**src/timer2_defines.svh**
```systemverilog
// register offsets, bit positions, reset values and limits of the reload/capture timer
`ifndef TIMER2_DEFINES_SVH
`define TIMER2_DEFINES_SVH
`define ADDR_TIMER_CONTROL 8'hC8
`define ADDR_TIMER_MODE_CONTROL 8'hC9
`define ADDR_RELOAD_CAPTURE_LOW 8'hCA
`define ADDR_RELOAD_CAPTURE_HIGH 8'hCB
`define ADDR_COUNT_LOW_BYTE 8'hCC
`define ADDR_COUNT_HIGH_BYTE 8'hCD
`define ADDR_PRESCALE 8'hCE
`define BIT_OVERFLOW_FLAG 7
`define BIT_EXTERNAL_EDGE_FLAG 6
`define BIT_RX_CLOCK_SELECT 5
`define BIT_TX_CLOCK_SELECT 4
`define BIT_EXT_INPUT_ENABLE 3
`define BIT_RUN_CONTROL 2
`define BIT_COUNTER_SELECT 1
`define BIT_CAPTURE_SELECT 0
`define BIT_PIN_TOGGLE_ENABLE 1
`define BIT_DOWN_COUNT_ENABLE 0
`define RESET_CONTROL 8'h00
`define RESET_MODE 8'h00
`define RESET_WORD 16'h0000
`define COUNT_MIN 16'h0000
`define COUNT_MAX 16'hFFFF
`define RESET_PRESCALE 4'h0
`endif

```
**src/timer2_pkg.sv**
```systemverilog
// types shared by the reload/capture timer
package timer2_pkg;
  typedef enum logic [2:0] {
    MODE_OFF = 3'b000,
    MODE_RELOAD = 3'b001,
    MODE_UPDOWN = 3'b010,
    MODE_CAPTURE = 3'b011,
    MODE_BAUD = 3'b100,
    MODE_FREQ = 3'b101
  } mode_type;
endpackage

```
**src/edge_sampler.sv**
```systemverilog
// two-sample falling edge detector for a pin
`timescale 1ns/1ps
module edge_sampler (
  // clock and reset
  input wire logic ref_clk,
  input wire logic reset_n,
  // pin and result
  input wire logic pin,
  output logic fall,
  output logic level
);
  logic prev_ff;
  logic cur_ff;

  always_ff @(posedge ref_clk or negedge reset_n) begin
    if (!reset_n) begin
      cur_ff <= 1'b1;
      prev_ff <= 1'b1;
    end else begin
      cur_ff <= pin;
      prev_ff <= cur_ff;
    end
  end

  // high in one sample, low in the next
  assign fall = prev_ff & ~cur_ff;
  assign level = cur_ff;
endmodule

```
**src/timer2_core.sv**
```systemverilog
// 16-bit timer/counter with reload/capture register
//
// Behaviour
// timer function counts once per clock, gated by the prescaler
// prescale divides count rate by 1 up to 16
// counter function samples count pin each clock, counts on high-then-low
// new count visible the cycle after edge detection, max half clock rate
// count source holds each level at least one full clock
// mode: off, baud, frequency, capture, else reload or up/down
// min 0000h, max ffffh, reload base is reload high and low joined
// count high and low bytes at cdh and cch
// reload/capture high and low bytes at cbh and cah
// overflow flag bit 7 sticky, never set while a serial clock select set
// external edge flag bit 6 set by enabled trigger capture or reload
// edge flag requests interrupt except when down count enable set
// rx clock select bit 5 routes overflow pulses to uart receive clock
// tx clock select bit 4 routes overflow pulses to uart transmit clock
// ext input enable bit 3 allows trigger capture/reload unless clocking serial
// run control bit 2 runs or stops the timer
// counter select bit 1: timer when 0, event counter when 1
// capture select bit 0: capture on trigger, else reload on overflow and trigger
// serial clock select forces auto-reload on overflow
// pin toggle enable with timer function toggles count pin per overflow
// down count enable with ext enable makes trigger pin set direction
// control and mode registers reset to zero
// capture copies count bytes into reload bytes on enabled trigger edge
// up/down: up reloads base after max, down reloads max at base
// up/down toggles edge flag on every overflow or underflow
// trigger pin edges found with the same two-sample method
`timescale 1ns/1ps
`include "timer2_defines.svh"
module timer2_core #(
  parameter int PRESCALE_BITS = 4
) (
  // clock and reset
  input wire logic ref_clk,
  input wire logic reset_n,
  // register port
  input wire logic [7:0] reg_addr,
  input wire logic [7:0] reg_wdata,
  input wire logic reg_write,
  input wire logic reg_read,
  output logic [7:0] reg_rdata,
  // pins
  input wire logic count_input_pin_in,
  output logic count_input_pin_out,
  output logic count_input_pin_oe,
  input wire logic trigger_pin,
  // uart clock and interrupt request
  output logic uart_rx_clock,
  output logic uart_tx_clock,
  output logic uart_rx_use_timer,
  output logic uart_tx_use_timer,
  output logic timer_irq_request,
  input wire logic timer_irq_enable
);
  // prescale register, its read-back and the reset value are laid out for a 4-bit field
  if (PRESCALE_BITS != 4) begin : bad_prescale_bits
    $error("prescale field must be 4 bits");
  end


  // ************************************************************
  // registers and decode
  // ************************************************************
  logic [7:0] control_ff;
  logic [7:0] mode_ff;
  logic [15:0] count_ff;
  logic [15:0] reload_ff;
  logic [PRESCALE_BITS-1:0] prescale_ff;
  logic [PRESCALE_BITS-1:0] prediv_ff;
  logic toggle_ff;
  logic [7:0] reg_rdata_ff;

  function automatic logic hit(input logic [7:0] addr, input logic [7:0] target);
    hit = (addr == target);
  endfunction

  logic wr_control;
  logic wr_mode;
  logic wr_rl;
  logic wr_rh;
  logic wr_cl;
  logic wr_ch;
  logic wr_pre;
  assign wr_control = reg_write & hit(reg_addr, `ADDR_TIMER_CONTROL);
  assign wr_mode = reg_write & hit(reg_addr, `ADDR_TIMER_MODE_CONTROL);
  assign wr_rl = reg_write & hit(reg_addr, `ADDR_RELOAD_CAPTURE_LOW);
  assign wr_rh = reg_write & hit(reg_addr, `ADDR_RELOAD_CAPTURE_HIGH);
  assign wr_cl = reg_write & hit(reg_addr, `ADDR_COUNT_LOW_BYTE);
  assign wr_ch = reg_write & hit(reg_addr, `ADDR_COUNT_HIGH_BYTE);
  assign wr_pre = reg_write & hit(reg_addr, `ADDR_PRESCALE);

  // ************************************************************
  // control fields
  // ************************************************************
  logic overflow_flag;
  logic external_edge_flag;
  logic rx_clock_select;
  logic tx_clock_select;
  logic ext_input_enable;
  logic run_control;
  logic counter_select;
  logic capture_select;
  logic pin_toggle_enable;
  logic down_count_enable;
  logic serial_clock;
  assign overflow_flag = control_ff[`BIT_OVERFLOW_FLAG];
  assign external_edge_flag = control_ff[`BIT_EXTERNAL_EDGE_FLAG];
  assign rx_clock_select = control_ff[`BIT_RX_CLOCK_SELECT];
  assign tx_clock_select = control_ff[`BIT_TX_CLOCK_SELECT];
  assign ext_input_enable = control_ff[`BIT_EXT_INPUT_ENABLE];
  assign run_control = control_ff[`BIT_RUN_CONTROL];
  assign counter_select = control_ff[`BIT_COUNTER_SELECT];
  assign capture_select = control_ff[`BIT_CAPTURE_SELECT];
  assign pin_toggle_enable = mode_ff[`BIT_PIN_TOGGLE_ENABLE];
  assign down_count_enable = mode_ff[`BIT_DOWN_COUNT_ENABLE];
  assign serial_clock = rx_clock_select | tx_clock_select;

  // mode summary for the counting logic
  timer2_pkg::mode_type mode;
  always_comb begin
    if (!run_control) begin
      mode = timer2_pkg::MODE_OFF;
    end else if (serial_clock) begin
      mode = timer2_pkg::MODE_BAUD;
    end else if (pin_toggle_enable) begin
      mode = timer2_pkg::MODE_FREQ;
    end else if (capture_select) begin
      mode = timer2_pkg::MODE_CAPTURE;
    end else if (down_count_enable) begin
      mode = timer2_pkg::MODE_UPDOWN;
    end else begin
      mode = timer2_pkg::MODE_RELOAD;
    end
  end

  // ************************************************************
  // pin sampling
  // ************************************************************
  logic count_fall;
  logic trig_fall;
  logic trig_level;

  edge_sampler count_sampler (
    .ref_clk(ref_clk),
    .reset_n(reset_n),
    .pin(count_input_pin_in),
    .fall(count_fall),
    .level()
  );

  edge_sampler trig_sampler (
    .ref_clk(ref_clk),
    .reset_n(reset_n),
    .pin(trigger_pin),
    .fall(trig_fall),
    .level(trig_level)
  );

  // ************************************************************
  // count tick
  // ************************************************************
  logic pre_tick;
  assign pre_tick = (prediv_ff == prescale_ff);

  always_ff @(posedge ref_clk or negedge reset_n) begin
    if (!reset_n) begin
      prediv_ff <= '0;
    end else if (!run_control || pre_tick) begin
      prediv_ff <= '0;
    end else begin
      prediv_ff <= prediv_ff + 1'b1;
    end
  end

  always_ff @(posedge ref_clk or negedge reset_n) begin
    if (!reset_n) begin
      prescale_ff <= `RESET_PRESCALE;
    end else if (wr_pre) begin
      prescale_ff <= reg_wdata[PRESCALE_BITS-1:0];
    end
  end

  // timer ticks on prescaled clock, counter ticks on a sampled falling edge
  logic tick;
  assign tick = run_control & (counter_select ? count_fall : pre_tick);

  // ************************************************************
  // next count and events
  // ************************************************************
  logic [15:0] base;
  logic count_down;
  logic at_top;
  logic at_reload_base;
  logic wrap;
  logic trig_event;
  logic do_capture;
  logic trig_reload;
  logic [15:0] nxt_count;
  assign base = reload_ff;
  assign count_down = (mode == timer2_pkg::MODE_UPDOWN) & ext_input_enable & ~trig_level;
  assign at_top = (count_ff == `COUNT_MAX);
  assign at_reload_base = (count_ff == base);
  assign wrap = tick & (count_down ? at_reload_base : at_top);
  // enabled trigger edge, ignored as reload source while clocking serial
  assign trig_event = ext_input_enable & trig_fall;
  assign do_capture = trig_event & run_control & capture_select & ~serial_clock
                      & ~pin_toggle_enable;
  assign trig_reload = trig_event & ~capture_select & ~serial_clock
                       & ~(down_count_enable & ~pin_toggle_enable);

  always_comb begin
    nxt_count = count_ff;
    if (wrap) begin
      if (count_down) begin
        nxt_count = `COUNT_MAX;
      end else if (mode == timer2_pkg::MODE_CAPTURE) begin
        nxt_count = `COUNT_MIN;
      end else begin
        nxt_count = base;
      end
    end else if (tick) begin
      nxt_count = count_down ? count_ff - 16'h0001 : count_ff + 16'h0001;
    end
    if (trig_reload && run_control) begin
      nxt_count = base;
    end
  end

  // count register: software byte writes win over counting
  always_ff @(posedge ref_clk or negedge reset_n) begin
    if (!reset_n) begin
      count_ff <= `RESET_WORD;
    end else if (wr_cl) begin
      count_ff <= {count_ff[15:8], reg_wdata};
    end else if (wr_ch) begin
      count_ff <= {reg_wdata, count_ff[7:0]};
    end else begin
      count_ff <= nxt_count;
    end
  end

  // capture beats a software write in the same cycle so the event is kept
  always_ff @(posedge ref_clk or negedge reset_n) begin
    if (!reset_n) begin
      reload_ff <= `RESET_WORD;
    end else if (do_capture) begin
      reload_ff <= count_ff;
    end else if (wr_rl) begin
      reload_ff <= {reload_ff[15:8], reg_wdata};
    end else if (wr_rh) begin
      reload_ff <= {reg_wdata, reload_ff[7:0]};
    end
  end

  // ************************************************************
  // control and mode registers
  // ************************************************************
  logic set_overflow;
  logic set_edge;
  logic toggle_edge;
  logic [7:0] nxt_control;
  assign set_overflow = wrap & ~serial_clock & ~pin_toggle_enable;
  // in up/down the edge flag is a 17th count bit instead of an edge marker
  assign set_edge = trig_event & ~(down_count_enable & ~capture_select & ~serial_clock);
  assign toggle_edge = wrap & (mode == timer2_pkg::MODE_UPDOWN);

  always_comb begin
    nxt_control = control_ff;
    if (wr_control) begin
      nxt_control = reg_wdata;
    end
    // hardware set wins over a software clear in the same cycle
    if (set_overflow) begin
      nxt_control[`BIT_OVERFLOW_FLAG] = 1'b1;
    end
    if (set_edge) begin
      nxt_control[`BIT_EXTERNAL_EDGE_FLAG] = 1'b1;
    end else if (toggle_edge) begin
      nxt_control[`BIT_EXTERNAL_EDGE_FLAG] = ~control_ff[`BIT_EXTERNAL_EDGE_FLAG];
    end
  end

  always_ff @(posedge ref_clk or negedge reset_n) begin
    if (!reset_n) begin
      control_ff <= `RESET_CONTROL;
    end else begin
      control_ff <= nxt_control;
    end
  end

  // only two mode bits exist; the rest read as zero
  always_ff @(posedge ref_clk or negedge reset_n) begin
    if (!reset_n) begin
      mode_ff <= `RESET_MODE;
    end else if (wr_mode) begin
      mode_ff <= {6'b00_0000, reg_wdata[1:0]};
    end
  end

  // ************************************************************
  // pin toggle and uart clocks
  // ************************************************************
  always_ff @(posedge ref_clk or negedge reset_n) begin
    if (!reset_n) begin
      toggle_ff <= 1'b0;
    end else if (wrap && pin_toggle_enable && !counter_select) begin
      toggle_ff <= ~toggle_ff;
    end
  end

  assign count_input_pin_out = toggle_ff;
  assign count_input_pin_oe = pin_toggle_enable & ~counter_select;

  logic rx_clk_ff;
  logic tx_clk_ff;
  always_ff @(posedge ref_clk or negedge reset_n) begin
    if (!reset_n) begin
      rx_clk_ff <= 1'b0;
      tx_clk_ff <= 1'b0;
    end else begin
      rx_clk_ff <= wrap & rx_clock_select;
      tx_clk_ff <= wrap & tx_clock_select;
    end
  end

  assign uart_rx_clock = rx_clk_ff;
  assign uart_tx_clock = tx_clk_ff;
  assign uart_rx_use_timer = rx_clock_select;
  assign uart_tx_use_timer = tx_clock_select;
  assign timer_irq_request = timer_irq_enable
                             & (overflow_flag | (external_edge_flag & ~down_count_enable));

  // ************************************************************
  // read port
  // ************************************************************
  always_ff @(posedge ref_clk or negedge reset_n) begin
    if (!reset_n) begin
      reg_rdata_ff <= 8'h00;
    end else if (!reg_read) begin
      reg_rdata_ff <= 8'h00;
    end else if (hit(reg_addr, `ADDR_TIMER_CONTROL)) begin
      reg_rdata_ff <= control_ff;
    end else if (hit(reg_addr, `ADDR_TIMER_MODE_CONTROL)) begin
      reg_rdata_ff <= mode_ff;
    end else if (hit(reg_addr, `ADDR_RELOAD_CAPTURE_LOW)) begin
      reg_rdata_ff <= reload_ff[7:0];
    end else if (hit(reg_addr, `ADDR_RELOAD_CAPTURE_HIGH)) begin
      reg_rdata_ff <= reload_ff[15:8];
    end else if (hit(reg_addr, `ADDR_COUNT_LOW_BYTE)) begin
      reg_rdata_ff <= count_ff[7:0];
    end else if (hit(reg_addr, `ADDR_COUNT_HIGH_BYTE)) begin
      reg_rdata_ff <= count_ff[15:8];
    end else if (hit(reg_addr, `ADDR_PRESCALE)) begin
      reg_rdata_ff <= {4'h0, prescale_ff};
    end else begin
      reg_rdata_ff <= 8'h00;
    end
  end

  assign reg_rdata = reg_rdata_ff;
endmodule

```
**config.mk**
```make
export PLATFORM = sky130hd
export DESIGN_NAME = timer2_core
export DESIGN_NICKNAME = d
export VERILOG_FILES = /design/src/timer2_pkg.sv /design/src/edge_sampler.sv /design/src/timer2_core.sv
export VERILOG_INCLUDE_DIRS = /design/src
export SDC_FILE = /design/constraint.sdc
export NUM_CORES = 1
export LEC_CHECK = 0
export BUFFER_PORTS_ARGS = -buffer_cell sky130_fd_sc_hd__buf_2
export CAP_MARGIN = 10
export CORE_MARGIN = 2
export CORE_UTILIZATION = 60
export DETAILED_ROUTE_END_ITERATION = 16
export PLACE_DENSITY = 0.8
export SLEW_MARGIN = 40
export SYNTH_ARGS = -nofsm -noshare
export SYNTH_HDL_FRONTEND = slang
export SYNTH_SLANG_ARGS = --single-unit
```
**constraint.sdc**
```tcl
create_clock -name ref_clk -period 4.1 [get_ports ref_clk]
set_input_delay 0.82 -clock ref_clk [delete_from_list [all_inputs] [get_ports ref_clk]]
set_output_delay 0.82 -clock ref_clk [all_outputs]
set_load 0.005 [all_outputs]
```
# Word level (Yosys, flattened, before mapping)
# Cells that the tools add are included.
# classes
multipliers,0
n_reduce_logical,15
div_mod_pow,0
bitwise,47
add_sub_neg,3
order_cmp,0
shift,0
n_eq_ne,14
muxes,31
# ops
op,n
16-bit 2-to-1 mux,10
8-bit 2-to-1 mux,9
8-bit == test (second input constant),7
1-bit bitwise AND,33
16-bit by 1-bit adder with 16-bit output (second input constant),1
16-bit == test,1
16-bit == test (second input constant),1
16-bit by 1-bit subtractor with 16-bit output (second input constant),1
1-bit inverter,12
3-bit 2-to-1 mux,3
4-bit 2-to-1 mux,2
4-bit nonzero test,2
3-bit by 2-bit == test with 1-bit output (second input constant),2
2-bit AND reduction,3
2-bit nonzero test,3
1-bit 2-to-1 mux,5
4-bit by 1-bit adder with 4-bit output (second input constant),1
4-bit == test,1
2-bit 2-to-1 mux,2
1-bit logical AND,3
3-bit nonzero test,1
1-bit logical NOT,2
2-bit by 1-bit inequality test with 1-bit output (second input constant),1
2-bit inequality test (second input constant),1
other kinds (2),3
# word_totals
out_inout_bits,15
elab_cells,128
ram_bits,0
reg_bits,65
memories,0
rom_bits,0
latchBits,0
inputBits,23

# Logic depth before layout (Yosys ltp)
# Gate-level depths: netlist of the first run.
# depth
word_depth,14
depth_mapped,12

# By module
# From an unflattened synthesis of the first run, not the netlist that was laid out.
# hier_totals
cells_unflattened,529
area_unflattened_um2,4743.3
# by_module_without_submodules
module,n_inst,cells_per_inst,area_per_inst_um2
timer2_core,1,523,4610.7
edge_sampler,2,3,66.3

# Worst setup path after synthesis of the first run
# No wires, ideal clock.
# synth_timing
path_type,reg-to-reg
startpoint,register control_ff[5]
endpoint,register count_ff[15]
arrival_ps,3579
path_slack_ps,429
stages_incl_launch_ff,13
n_path_buf,0
setup_time_ps,92
period_less_slack_ps,3671
required_time_ps,4008
path_cell_list,dfrtp_1 -> nor4b_4 -> nand2_2 -> inv_1 -> ha_1 -> a211oi_1 -> o21ai_0 -> a311oi_1 -> o211ai_1 -> nand4_1 -> or3b_2 -> and3_1 -> o31ai_2
# synth_via
elab_chain_len,11
# synth_lines
element,line,source
from (decl),timer2_core.sv:66,logic [7:0] control_ff;
from (signal assigned),timer2_core.sv:287,control_ff <= `RESET_CONTROL;
from (signal assigned),timer2_core.sv:289,control_ff <= nxt_control;
1-bit OR (*),timer2_core.sv:118,assign serial_clock = rx_clock_select | tx_clock_select;
3-bit 2-to-1 mux,timer2_core.sv:125,end else if (serial_clock) begin
3-bit 2-to-1 mux,timer2_core.sv:123,if (!run_control) begin
3-bit by 2-bit == test with 1-bit output,timer2_core.sv:202,assign count_down = (mode == timer2_pkg::MODE_UPDOWN) & ext_input_enable & ~trig_level;
1-bit bitwise AND (2 in series),timer2_core.sv:202,
16-bit 2-to-1 mux or 1-bit 2-to-1 mux (tied branches),"timer2_core.sv:224, timer2_core.sv:205",
16-bit 2-to-1 mux or 1-bit bitwise AND (tied branches),"timer2_core.sv:223, timer2_core.sv:205",
16-bit 2-to-1 mux,timer2_core.sv:215,if (wrap) begin
16-bit 2-to-1 mux,timer2_core.sv:226,if (trig_reload && run_control) begin
16-bit 2-to-1 mux,timer2_core.sv:237,end else if (wr_ch) begin
to (signal assigned),timer2_core.sv:236,"count_ff <= {count_ff[15:8], reg_wdata};"
to (signal assigned),timer2_core.sv:238,"count_ff <= {reg_wdata, count_ff[7:0]};"
to (signal assigned),timer2_core.sv:240,count_ff <= nxt_count;
to (decl),timer2_core.sv:68,logic [15:0] count_ff;
# Mark *: on every way between the ends. The rest lies on a longest branch, timed or not. The select of a mux whose other input is x is not followed.
# A chain may end at the register's enable or synchronous reset.

# Worst setup path after layout of the first run
# layout_timing
startpoint,register mode_ff[1]
endpoint,register count_ff[15]
# layout_via
elab_chain_len,11
# layout_lines
element,line,source
from (decl),timer2_core.sv:67,logic [7:0] mode_ff;
from (signal assigned),timer2_core.sv:296,mode_ff <= `RESET_MODE;
from (signal assigned),timer2_core.sv:298,"mode_ff <= {6'b00_0000, reg_wdata[1:0]};"
3-bit 2-to-1 mux,timer2_core.sv:127,end else if (pin_toggle_enable) begin
3-bit 2-to-1 mux,timer2_core.sv:125,
3-bit 2-to-1 mux,timer2_core.sv:123,
3-bit by 2-bit == test with 1-bit output,timer2_core.sv:202,
1-bit bitwise AND (2 in series),timer2_core.sv:202,
16-bit 2-to-1 mux or 1-bit 2-to-1 mux (tied branches),"timer2_core.sv:224, timer2_core.sv:205",
16-bit 2-to-1 mux or 1-bit bitwise AND (tied branches),"timer2_core.sv:223, timer2_core.sv:205",
16-bit 2-to-1 mux,timer2_core.sv:215,
16-bit 2-to-1 mux,timer2_core.sv:226,
16-bit 2-to-1 mux,timer2_core.sv:237,
# Several ways; a longest one is shown, not always the timed one. The select of a mux whose other input is x is not followed.

==> impl_metrics.ini, run 1 <==
[timing]
setup_viol = 0
period_needed_ns = 3.75
clock-skew-final_ns = 0.00476
slew_viol_final = 0
worstMarginPinSlew_ns = 0.863
rsz0062_at_grt = false
maxSlewHeadroom_pct = 42.3
fin_crit_sh_pct = 91.6
tns_ns = 0
finalHoldViolCount = 0
fmax_mhz = 266

[place]
port_buffers = 37
dpl.cell_count = 672
dp_hpwl_um = 10800
gp_congestion = 0.981

[finish]
instances_no_fill = 688
antenna_cells = 0
layout-drive-gt1-share_pct = 17.2
syn2layout_area_growth_pct = 11.6
fin_nets = 624

[route]
routed_wl_um = 14800
drtPass1Iterations = 5
wl_per_cell_um = 21.5
vias = 4564
routed_via_density = 6.63
drt.antenna.violating_nets = 0
drc = 0
first_iter_violations = 416

[power_and_ir_drop]
seqPwrFrac_pct = 39.0
p_int_mw = 1.45
cellPowerDensity_nw_per_um2 = 441
pwr-share-clk_pct = 26.8
p_sw_mw = 0.895
p_leak_nw = 2.29
p_sw_share_pct = 38.1
ir_drop_mv = 0.335
combPwrFrac_pct = 34.2

[logic_synthesis]
yosysUniqueCellTypes = 74
syn_area_um2 = 4780
synth_top_cell_by_area = dfrtp_1
synth_nets = 588
synthFlopType = dfrtp_1
yosysTopAreaCellShare_pct = 32.0
synthArstFlopShare_pct = 100
ys_seq_elements = 65
yosysWarningCount = 0
syn-instance-count = 545
synth_edf_count = 0
synth_seq_area_share_pct = 34.2
synthTopCellsByArea = dfrtp_1 32%, a21oi_1 5.4%, mux2i_1 5.2%, ha_1 5.0%, o21ai_0 4.4%
syn_area_per_cell_um2 = 8.77

[setup_path]
cp_max_fo = 14
cp_data_arrival_time_ns = 4.02
crit_type = reg2reg
end_kind = flop
cp.required_ns = 4.36
crit_path_start_kind = flop
regToRegSetupSlack_ns = 0.35

[grt]
grt_overflow = 0
antenna_found_initial = 0
grt_pass1_wl_um = 23500
grt_pass1_vias = 4385
grt_max_degree = 39
track_usage_pct = 35.4

[floorplan]
fp.dieW_um = 93.2
die_y_um = 93.2
io_pins = 38
dieArea_um2 = 8690
fp-row-count = 32
initial_utilization_pct = 61.8
core_um2 = 7730

[clocking]
cts.path.max_buffers = 2
clk_pin_slew_worst_paths_ns = 0.08
h-tree-depth = 3
cts_tree = done
cts_hold_buffers = 0
cts_inserted_buffers = 9
cts.sink_count = 65
cts_root_buf = clkbuf_8
clock_latency_ns = 0.35

[status]
status = complete, no violations

[worst_hold_path]
hold_class = reg2reg

[flow_run]
drv_cap = 0
-- critical path: stages (launching register included) --
cell	delay [ns]
dfrtp_1	0.46
and4bb_4	0.45
nand2_2	0.14
inv_1	0.19
buf_4	0.24
ha_1	0.32
nor3_1	0.29
nor2_1	0.12
a311oi_2	0.32
o211ai_1	0.19
nand4_1	0.12
or3b_2	0.46
and3_1	0.20
o31ai_2	0.16
-- metal layers --
layer	wire, um	GRT usage, %	vias to the layer above	part of all wire, %
li1	-	-	2116	-
met1	6270	50.5	2178	42
met2	6880	56.1	238	46
met3	1320	4.92	32	8.9
met4	342	10.5	0	2.3
met5	0	0	-	0
-- cell type report --
| cell class | count | area [um2] |
|---|---|---|
| multi-input cells | 449 | 3030 |
| fillers | 620 | 2400 |
| flip-flops and latches | 65 | 1630 |
| repair buffers | 50 | 285 |
| clock buffers | 10 | 138 |
| well taps | 102 | 128 |
| clock inverters | 6 | 91.3 |
| inverters | 6 | 22.5 |
-- per-stage QoR --
stage | utilization, % | power [mW] | area (um2) | setup WS (ns) | hold WS (ns)
2_1_floorplan | - | 1.44 | 4780 | 0.429 | 0.351
3_3_place_gp | 65.8 | 1.67 | 5090 | 0.420 | 0.356
3_5_place_dp | 65.8 | 1.69 | 5090 | 0.207 | 0.359
4_1_cts | 68.8 | 2.32 | 5320 | 0.176 | 0.368
5_1_grt | 69.0 | 2.47 | 5330 | 0.0659 | 0.370
6_report | 69.0 | 2.35 | 5330 | 0.345 | 0.367
-- path summary, 6_finish.rpt --
kind,to,depth (start not counted),startpoint
worst max-delay path,count_ff[15],13,mode_ff[1]
max in group asynchronous,count_ff[4],2,reset_n
worst min register to register,count_sampler.prev_ff,0,count_sampler.level
min in group asynchronous,reg_rdata[6],1,reset_n
worst max register to register,count_ff[15],13,mode_ff[1]
worst min-delay path,count_sampler.prev_ff,0,count_sampler.level
-- Yosys cell counts, drive strengths merged (3+ instances only) --
master / count
nand2b: 8
dfstp: 4
a31oi: 9
xnor2: 20
nor4: 3
nand4: 9
o21a: 3
o22ai: 15
a21oi: 52
clkbuf: 18
and4: 4
xor2: 7
nor4b: 3
mux2i: 25
nand4b: 3
nor2b: 6
ha: 19
o31ai: 4
and2: 17
inv: 6
buf: 7
o21ai: 46
dfrtp: 61
nor4bb: 5
a22o: 3
nand3: 14
nand2: 50
nor3: 12
o211ai: 8
nor2: 40
a22oi: 7
and3: 5
mux2: 15
or3: 3
-- cells by family (layout without fill, tap and decap cells) --
group | Yosys count | count (layout) | synth area share [%]
flip-flops | 65 | 65 | 34.2
AO/OA/AOI/OAI | 166 | 166 | 21.2
buffers and inverters | 31 | 72 | 2.59
XOR/XNOR | 27 | 27 | 4.95
AND/OR/NAND/NOR | 196 | 196 | 22.9
adder cells (fa/ha/maj) | 20 | 20 | 5.40
multiplexers | 40 | 40 | 8.77
-- cell usage in the layout (no fill, tap or decap), types with 14 or more instances in the layout --
| master | n |
|---|---|
| o21ai_0 | 42 |
| mux2_2 | 15 |
| xnor2_1 | 20 |
| buf_2 | 36 |
| nand2_1 | 49 |
| a21oi_1 | 52 |
| ha_1 | 19 |
| dfrtp_1 | 61 |
| buf_4 | 14 |
| mux2i_1 | 25 |
| o22ai_1 | 15 |
| nor2_1 | 39 |
-- registers in the layout, indices dropped and copies added (netlist names) --
signal / flops
count_ff: 16
prediv_ff: 4
mode_ff: 2
trig_sampler.level: 1
count_sampler.level: 1
trig_sampler.prev_ff: 1
base: 16
prescale_ff: 4
uart_tx_clock: 1
count_sampler.prev_ff: 1
uart_rx_clock: 1
control_ff: 8
reg_rdata: 8
count_input_pin_out: 1
-- timing repair --
item,4_1_cts,5_1_grt
buffers inserted,0,0
endpoints found under the setup margin,0,1
gates resized for setup,0,3
-- power by group through the flow --
stage / Sequential, mW / Clock [mW] / Combinational, mW
6_report: 0.915 / 0.630 / 0.802
3_3_place_gp: 0.913 / 0 / 0.755
3_5_place_dp: 0.918 / 0 / 0.775
5_1_grt: 0.923 / 0.661 / 0.890
4_1_cts: 0.905 / 0.633 / 0.785
2_1_floorplan: 0.825 / 0 / 0.614
Note: power is estimated with default switching activity, not from simulation.
==> run 2, diff against run 1 <==
--- a/config.mk
+++ b/config.mk
@@ -10,6 +10,7 @@
 export CAP_MARGIN = 10
 export CORE_MARGIN = 2
 export CORE_UTILIZATION = 60
+export CTS_BUF_LIST = sky130_fd_sc_hd__clkbuf_4
 export DETAILED_ROUTE_END_ITERATION = 16
 export PLACE_DENSITY = 0.8
 export SLEW_MARGIN = 40
==> impl_metrics.ini, run 2 (same netlist as run 1, synthesis figures left out) <==
[floorplan]
die_y_um = 93.2
fp-row-count = 32
io_pins = 38
initial_utilization_pct = 61.8
core_um2 = 7730
fp.dieW_um = 93.2
dieArea_um2 = 8690

[setup_path]
r2r_end = count_ff[15]
crit_path_start_kind = flop
cp_top_family = simple AND/OR/NAND/NOR gates
reg2regPathDepth = 13
crit_chain = and4bb_4, nand2_2, inv_1, buf_4, ha_1, nor3_1, nor2_1, a311oi_2, o211ai_1, nand4_1, or3b_2, and3_1, o31ai_2
crit_type = reg2reg
reg2reg_from = mode_ff[1]
cp_data_arrival_time_ns = 4.13
regToRegSetupSlack_ns = 0.33
path_buf_inv = 2
end_kind = flop
cp_max_fo = 14
cp.required_ns = 4.46
crit_path_max_incr_delay_ns = 0.48
cp_slowest_cell = dfrtp_1

[status]
status = complete, no violations

[power_and_ir_drop]
p_int_mw = 1.34
p_sw_share_pct = 39.9
pwr-share-clk_pct = 22.9
combPwrFrac_pct = 36.1
seqPwrFrac_pct = 41.0
p_sw_mw = 0.888
ir_drop_mv = 0.423
cellPowerDensity_nw_per_um2 = 423
p_leak_nw = 2.26

[timing]
finalHoldViolCount = 0
clock-skew-final_ns = 0.0120
slew_viol_final = 0
setup_viol = 0
worstMarginPinSlew_ns = 0.834
period_needed_ns = 3.77
rsz0062_at_grt = false
maxSlewHeadroom_pct = 44.2
fmax_mhz = 265
fin_crit_sh_pct = 92.0
tns_ns = 0

[clocking]
cts_setup_buffers = 0
h-tree-depth = 3
cts_root_buf = clkbuf_4
cts.sink_count = 65
cts_inserted_buffers = 9
cts.path.max_buffers = 2
cts_resized = 0
cts_tree = done
cts_hold_buffers = 0
clock_latency_ns = 0.44
clk_pin_slew_worst_paths_ns = 0.12

[route]
routed_via_density = 6.70
wl_per_cell_um = 21.5
routed_wl_um = 14800
first_iter_violations = 433
drt.antenna.violating_nets = 0
drtPass1Iterations = 5
vias = 4612
drc = 0

[finish]
multiInputGateArea_um2 = 3030
final_util_pct = 68.1
antenna_cells = 0
syn2layout_area_growth_pct = 10.2
fin_nets = 624
final_cell_mix = 61 x dfrtp_1, 52 x a21oi_1, 49 x nand2_1
layout_commonest_cell = dfrtp_1
fill_cells = 632
seqCellArea_um2 = 1630
layout-drive-gt1-share_pct = 17.1

[place]
gp_congestion = 0.981
port_buffers = 37
dp_hpwl_um = 10800

[grt]
grt_max_degree = 39
grt_pass1_vias = 4414
antenna_found_initial = 0
grt_overflow = 0
grt_pass1_wl_um = 23400
track_usage_pct = 35.3

[worst_hold_path]
hold_class = in2async

[flow_run]
drv_cap = 0
## run 2: cell count changes in the layout (fill, tap and decap cells not counted), sizes merged
cell	delta
clkinv	+1
clkbuf	-1
## run 2: cell type report
cell class,count,area share (%)
Sequential cell,65,31.0
Inverter,6,0.428
Tap cell,102,2.43
Clock buffer,9,1.28
Clock inverter,7,1.81
Multi-Input combinational cell,449,57.6
Timing Repair Buffer,50,5.42
## run 2: per-stage QoR
stage                     instances  instance area, um2  hold slack [ns]  power (mW)  setup WS, ns
final                           688                5260            0.329        2.23         0.328
after global routing            688                5260            0.352        2.35        0.0503
after CTS                       688                5250            0.373        2.20         0.173
after detailed placement        672                5090            0.359        1.69         0.207
after global placement          672                5090            0.356        1.67         0.420
after floorplan                 545                4780            0.351        1.44         0.429
## run 2: worst max-delay path by stage
stage | startpoint | to | slack [ns] | cells past startpoint
2_1_floorplan | control_ff[5] | count_ff[15] | 0.43 | 12
3_3_place_gp | mode_ff[1] | count_ff[15] | 0.42 | 13
3_5_place_dp | mode_ff[1] | count_ff[15] | 0.21 | 13
4_1_cts | mode_ff[1] | count_ff[15] | 0.17 | 13
5_1_grt | mode_ff[1] | count_ff[15] | 0.05 | 13
6_report | mode_ff[1] | count_ff[15] | 0.33 | 13
## run 2: metal layers
layer | global-route usage [%] | up-vias | wire length [um]
li1 | - | 2108 | -
met1 | 50.5 | 2210 | 6200
met2 | 54.8 | 252 | 6780
met3 | 5.88 | 42 | 1390
met4 | 11.3 | 0 | 384
met5 | 0 | - | 0
## run 2: worst reg2reg max path: cells and delay by family (launching register included)
kind                       cells  cell delay (ns)
adders and majority gates      1             0.32
and+or+nand+nor                7             1.82
AOI/OAI and AO/OA              3             0.68
DFF                            1             0.48
buffers and inverters          2             0.42
## run 2: power by group through the flow
stage               clock (mW)  sequential [mW]  combinational, mW
floorplan                    0            0.825              0.614
global placement             0            0.913              0.755
detailed placement           0            0.918              0.775
CTS                      0.511            0.904              0.784
global route             0.535            0.923              0.892
finish                   0.509            0.913              0.803
==> run 3, diff against run 2 <==
--- a/config.mk
+++ b/config.mk
@@ -13,6 +13,7 @@
 export CTS_BUF_LIST = sky130_fd_sc_hd__clkbuf_4
 export DETAILED_ROUTE_END_ITERATION = 16
 export PLACE_DENSITY = 0.8
+export RECOVER_POWER = 50
 export SLEW_MARGIN = 40
 export SYNTH_ARGS = -nofsm -noshare
 export SYNTH_HDL_FRONTEND = slang
==> impl_metrics.ini, run 3 (same netlist as run 1, synthesis figures left out) <==
[route]
drt.antenna.violating_nets = 0
first_iter_violations = 437
wl_per_cell_um = 21.5
drc = 0
vias = 4594
routed_wl_um = 14800
drtPass1Iterations = 5
routed_via_density = 6.68

[power_and_ir_drop]
p_sw_mw = 0.887
p_int_mw = 1.34
combPwrFrac_pct = 36.1
p_leak_nw = 2.25
power_mw = 2.22
ir_drop_mv = 0.423
cellPowerDensity_nw_per_um2 = 423
pwr-share-clk_pct = 22.8
seqPwrFrac_pct = 41.1
p_sw_share_pct = 39.9

[floorplan]
die_y_um = 93.2
dieArea_um2 = 8690
fp.dieW_um = 93.2
initial_utilization_pct = 61.8
core_um2 = 7730
io_pins = 38
fp-row-count = 32

[setup_path]
reg2reg_from = mode_ff[1]
end_kind = flop
crit_start = mode_ff[1]
cp.required_ns = 4.46
cp_max_fo = 14
crit_type = reg2reg
crit_path_start_kind = flop
cp_data_arrival_time_ns = 4.13

[clocking]
cts.path.max_buffers = 2
h-tree-depth = 3
cts_tree = done
cts_inserted_buffers = 9
clk_pin_slew_worst_paths_ns = 0.12
clock_latency_ns = 0.44
cts.sink_count = 65
cts_root_buf = clkbuf_4
cts_hold_buffers = 0

[grt]
grt_max_degree = 39
grt_pass1_wl_um = 23400
grt_overflow = 0
grt_pass1_vias = 4414
track_usage_pct = 35.3
antenna_found_initial = 0

[timing]
clock-skew-final_ns = 0.0109
fmax_mhz = 265
rsz0062_at_grt = false
setup_viol = 0
period_needed_ns = 3.77
slew_viol_final = 39
worstMarginPinSlew_ns = 2.03
maxSlewHeadroom_pct = -35.6
tns_ns = 0
fin_crit_sh_pct = 92.0
finalHoldViolCount = 0

[worst_hold_path]
hold_class = reg2reg
hold_start = count_sampler.level

[place]
port_buffers = 37
gp_congestion = 0.981
dp_hpwl_um = 10800

[flow_run]
drv_cap = 1

[finish]
final_cell_mix = 61 x dfrtp_1, 52 x a21oi_1, 49 x nand2_1
layout_commonest_cell = dfrtp_1
syn2layout_area_growth_pct = 9.93
layout-drive-gt1-share_pct = 16.4
antenna_cells = 0
fin_nets = 624

[status]
violations = max-capacitance violations, max-slew violations
status = finished with violations
[run 3: cell count changes in the layout (fill, tap and decap cells not counted), sizes merged]
| cell | change |
|---|---|
| buf | -3 |
| clkbuf | +3 |
[run 3: layout make-up]
type                       instances  area (um2)
clock buffer                       9        67.6
sequential                        65        1630
timing repair buffer              50         274
inverter                           6        22.5
fill                             636        2480
clock inverter                     7        95.1
multi-input combinational        449        3030
tap                              102         128
[run 3: metrics by stage]
step                      util, %  hold slack, ns  instance area (um2)  worst slack (ns)  cells
after global routing         68.0           0.376                 5250            0.0503    688
after detailed placement     65.8           0.359                 5090             0.207    672
after global placement       65.8           0.356                 5090             0.420    672
after CTS                    67.9           0.373                 5250             0.173    688
after floorplan                 -           0.351                 4780             0.429    545
final                        68.0           0.372                 5250             0.329    688
[run 3: repair_timing]
item                                    CTS  global route
gates resized for setup                   0             3
hold endpoints to repair                  0             0
endpoints found under the setup margin    0             1
buffers inserted                          0             0
[run 3: power groups by stage]
stage | registers (mW) | clock network, mW | logic, mW
2_1_floorplan | 0.825 | 0 | 0.614
3_3_place_gp | 0.913 | 0 | 0.755
3_5_place_dp | 0.918 | 0 | 0.775
4_1_cts | 0.904 | 0.511 | 0.784
5_1_grt | 0.922 | 0.535 | 0.890
6_report | 0.914 | 0.507 | 0.802
[run 3: worst max-delay path, stage by stage, from the launching register on]
cell and delay (ns):
dfrtp_1 0.48, and4bb_4 0.46, nand2_2 0.15, inv_1 0.18, buf_4 0.24, ha_1 0.32, nor3_1 0.30, nor2_1 0.13
a311oi_2 0.32, o211ai_1 0.19, nand4_1 0.12, or3b_2 0.46, and3_1 0.20, o31ai_2 0.16
[run 3: path summary, 6_finish.rpt]
path | to | slack [ns] | cells after the start
worst max-delay path | count_ff[15] | 0.33 | 13
worst min-delay path | count_sampler.prev_ff | 0.37 | 0
worst max register to register | count_ff[15] | 0.33 | 13
worst min register to register | count_sampler.prev_ff | 0.37 | 0
max in group asynchronous | base[9] | 1.60 | 2
min in group asynchronous | reg_rdata[6] | 0.94 | 1
[run 3: metal layers]
metal | up-vias | share of wire, % | GRT usage [%]
met3 | 45 | 9.6 | 5.88
met2 | 246 | 46 | 54.8
met5 | - | 0 | 0
li1 | 2112 | - | -
met1 | 2191 | 42 | 50.5
met4 | 0 | 2.8 | 11.3
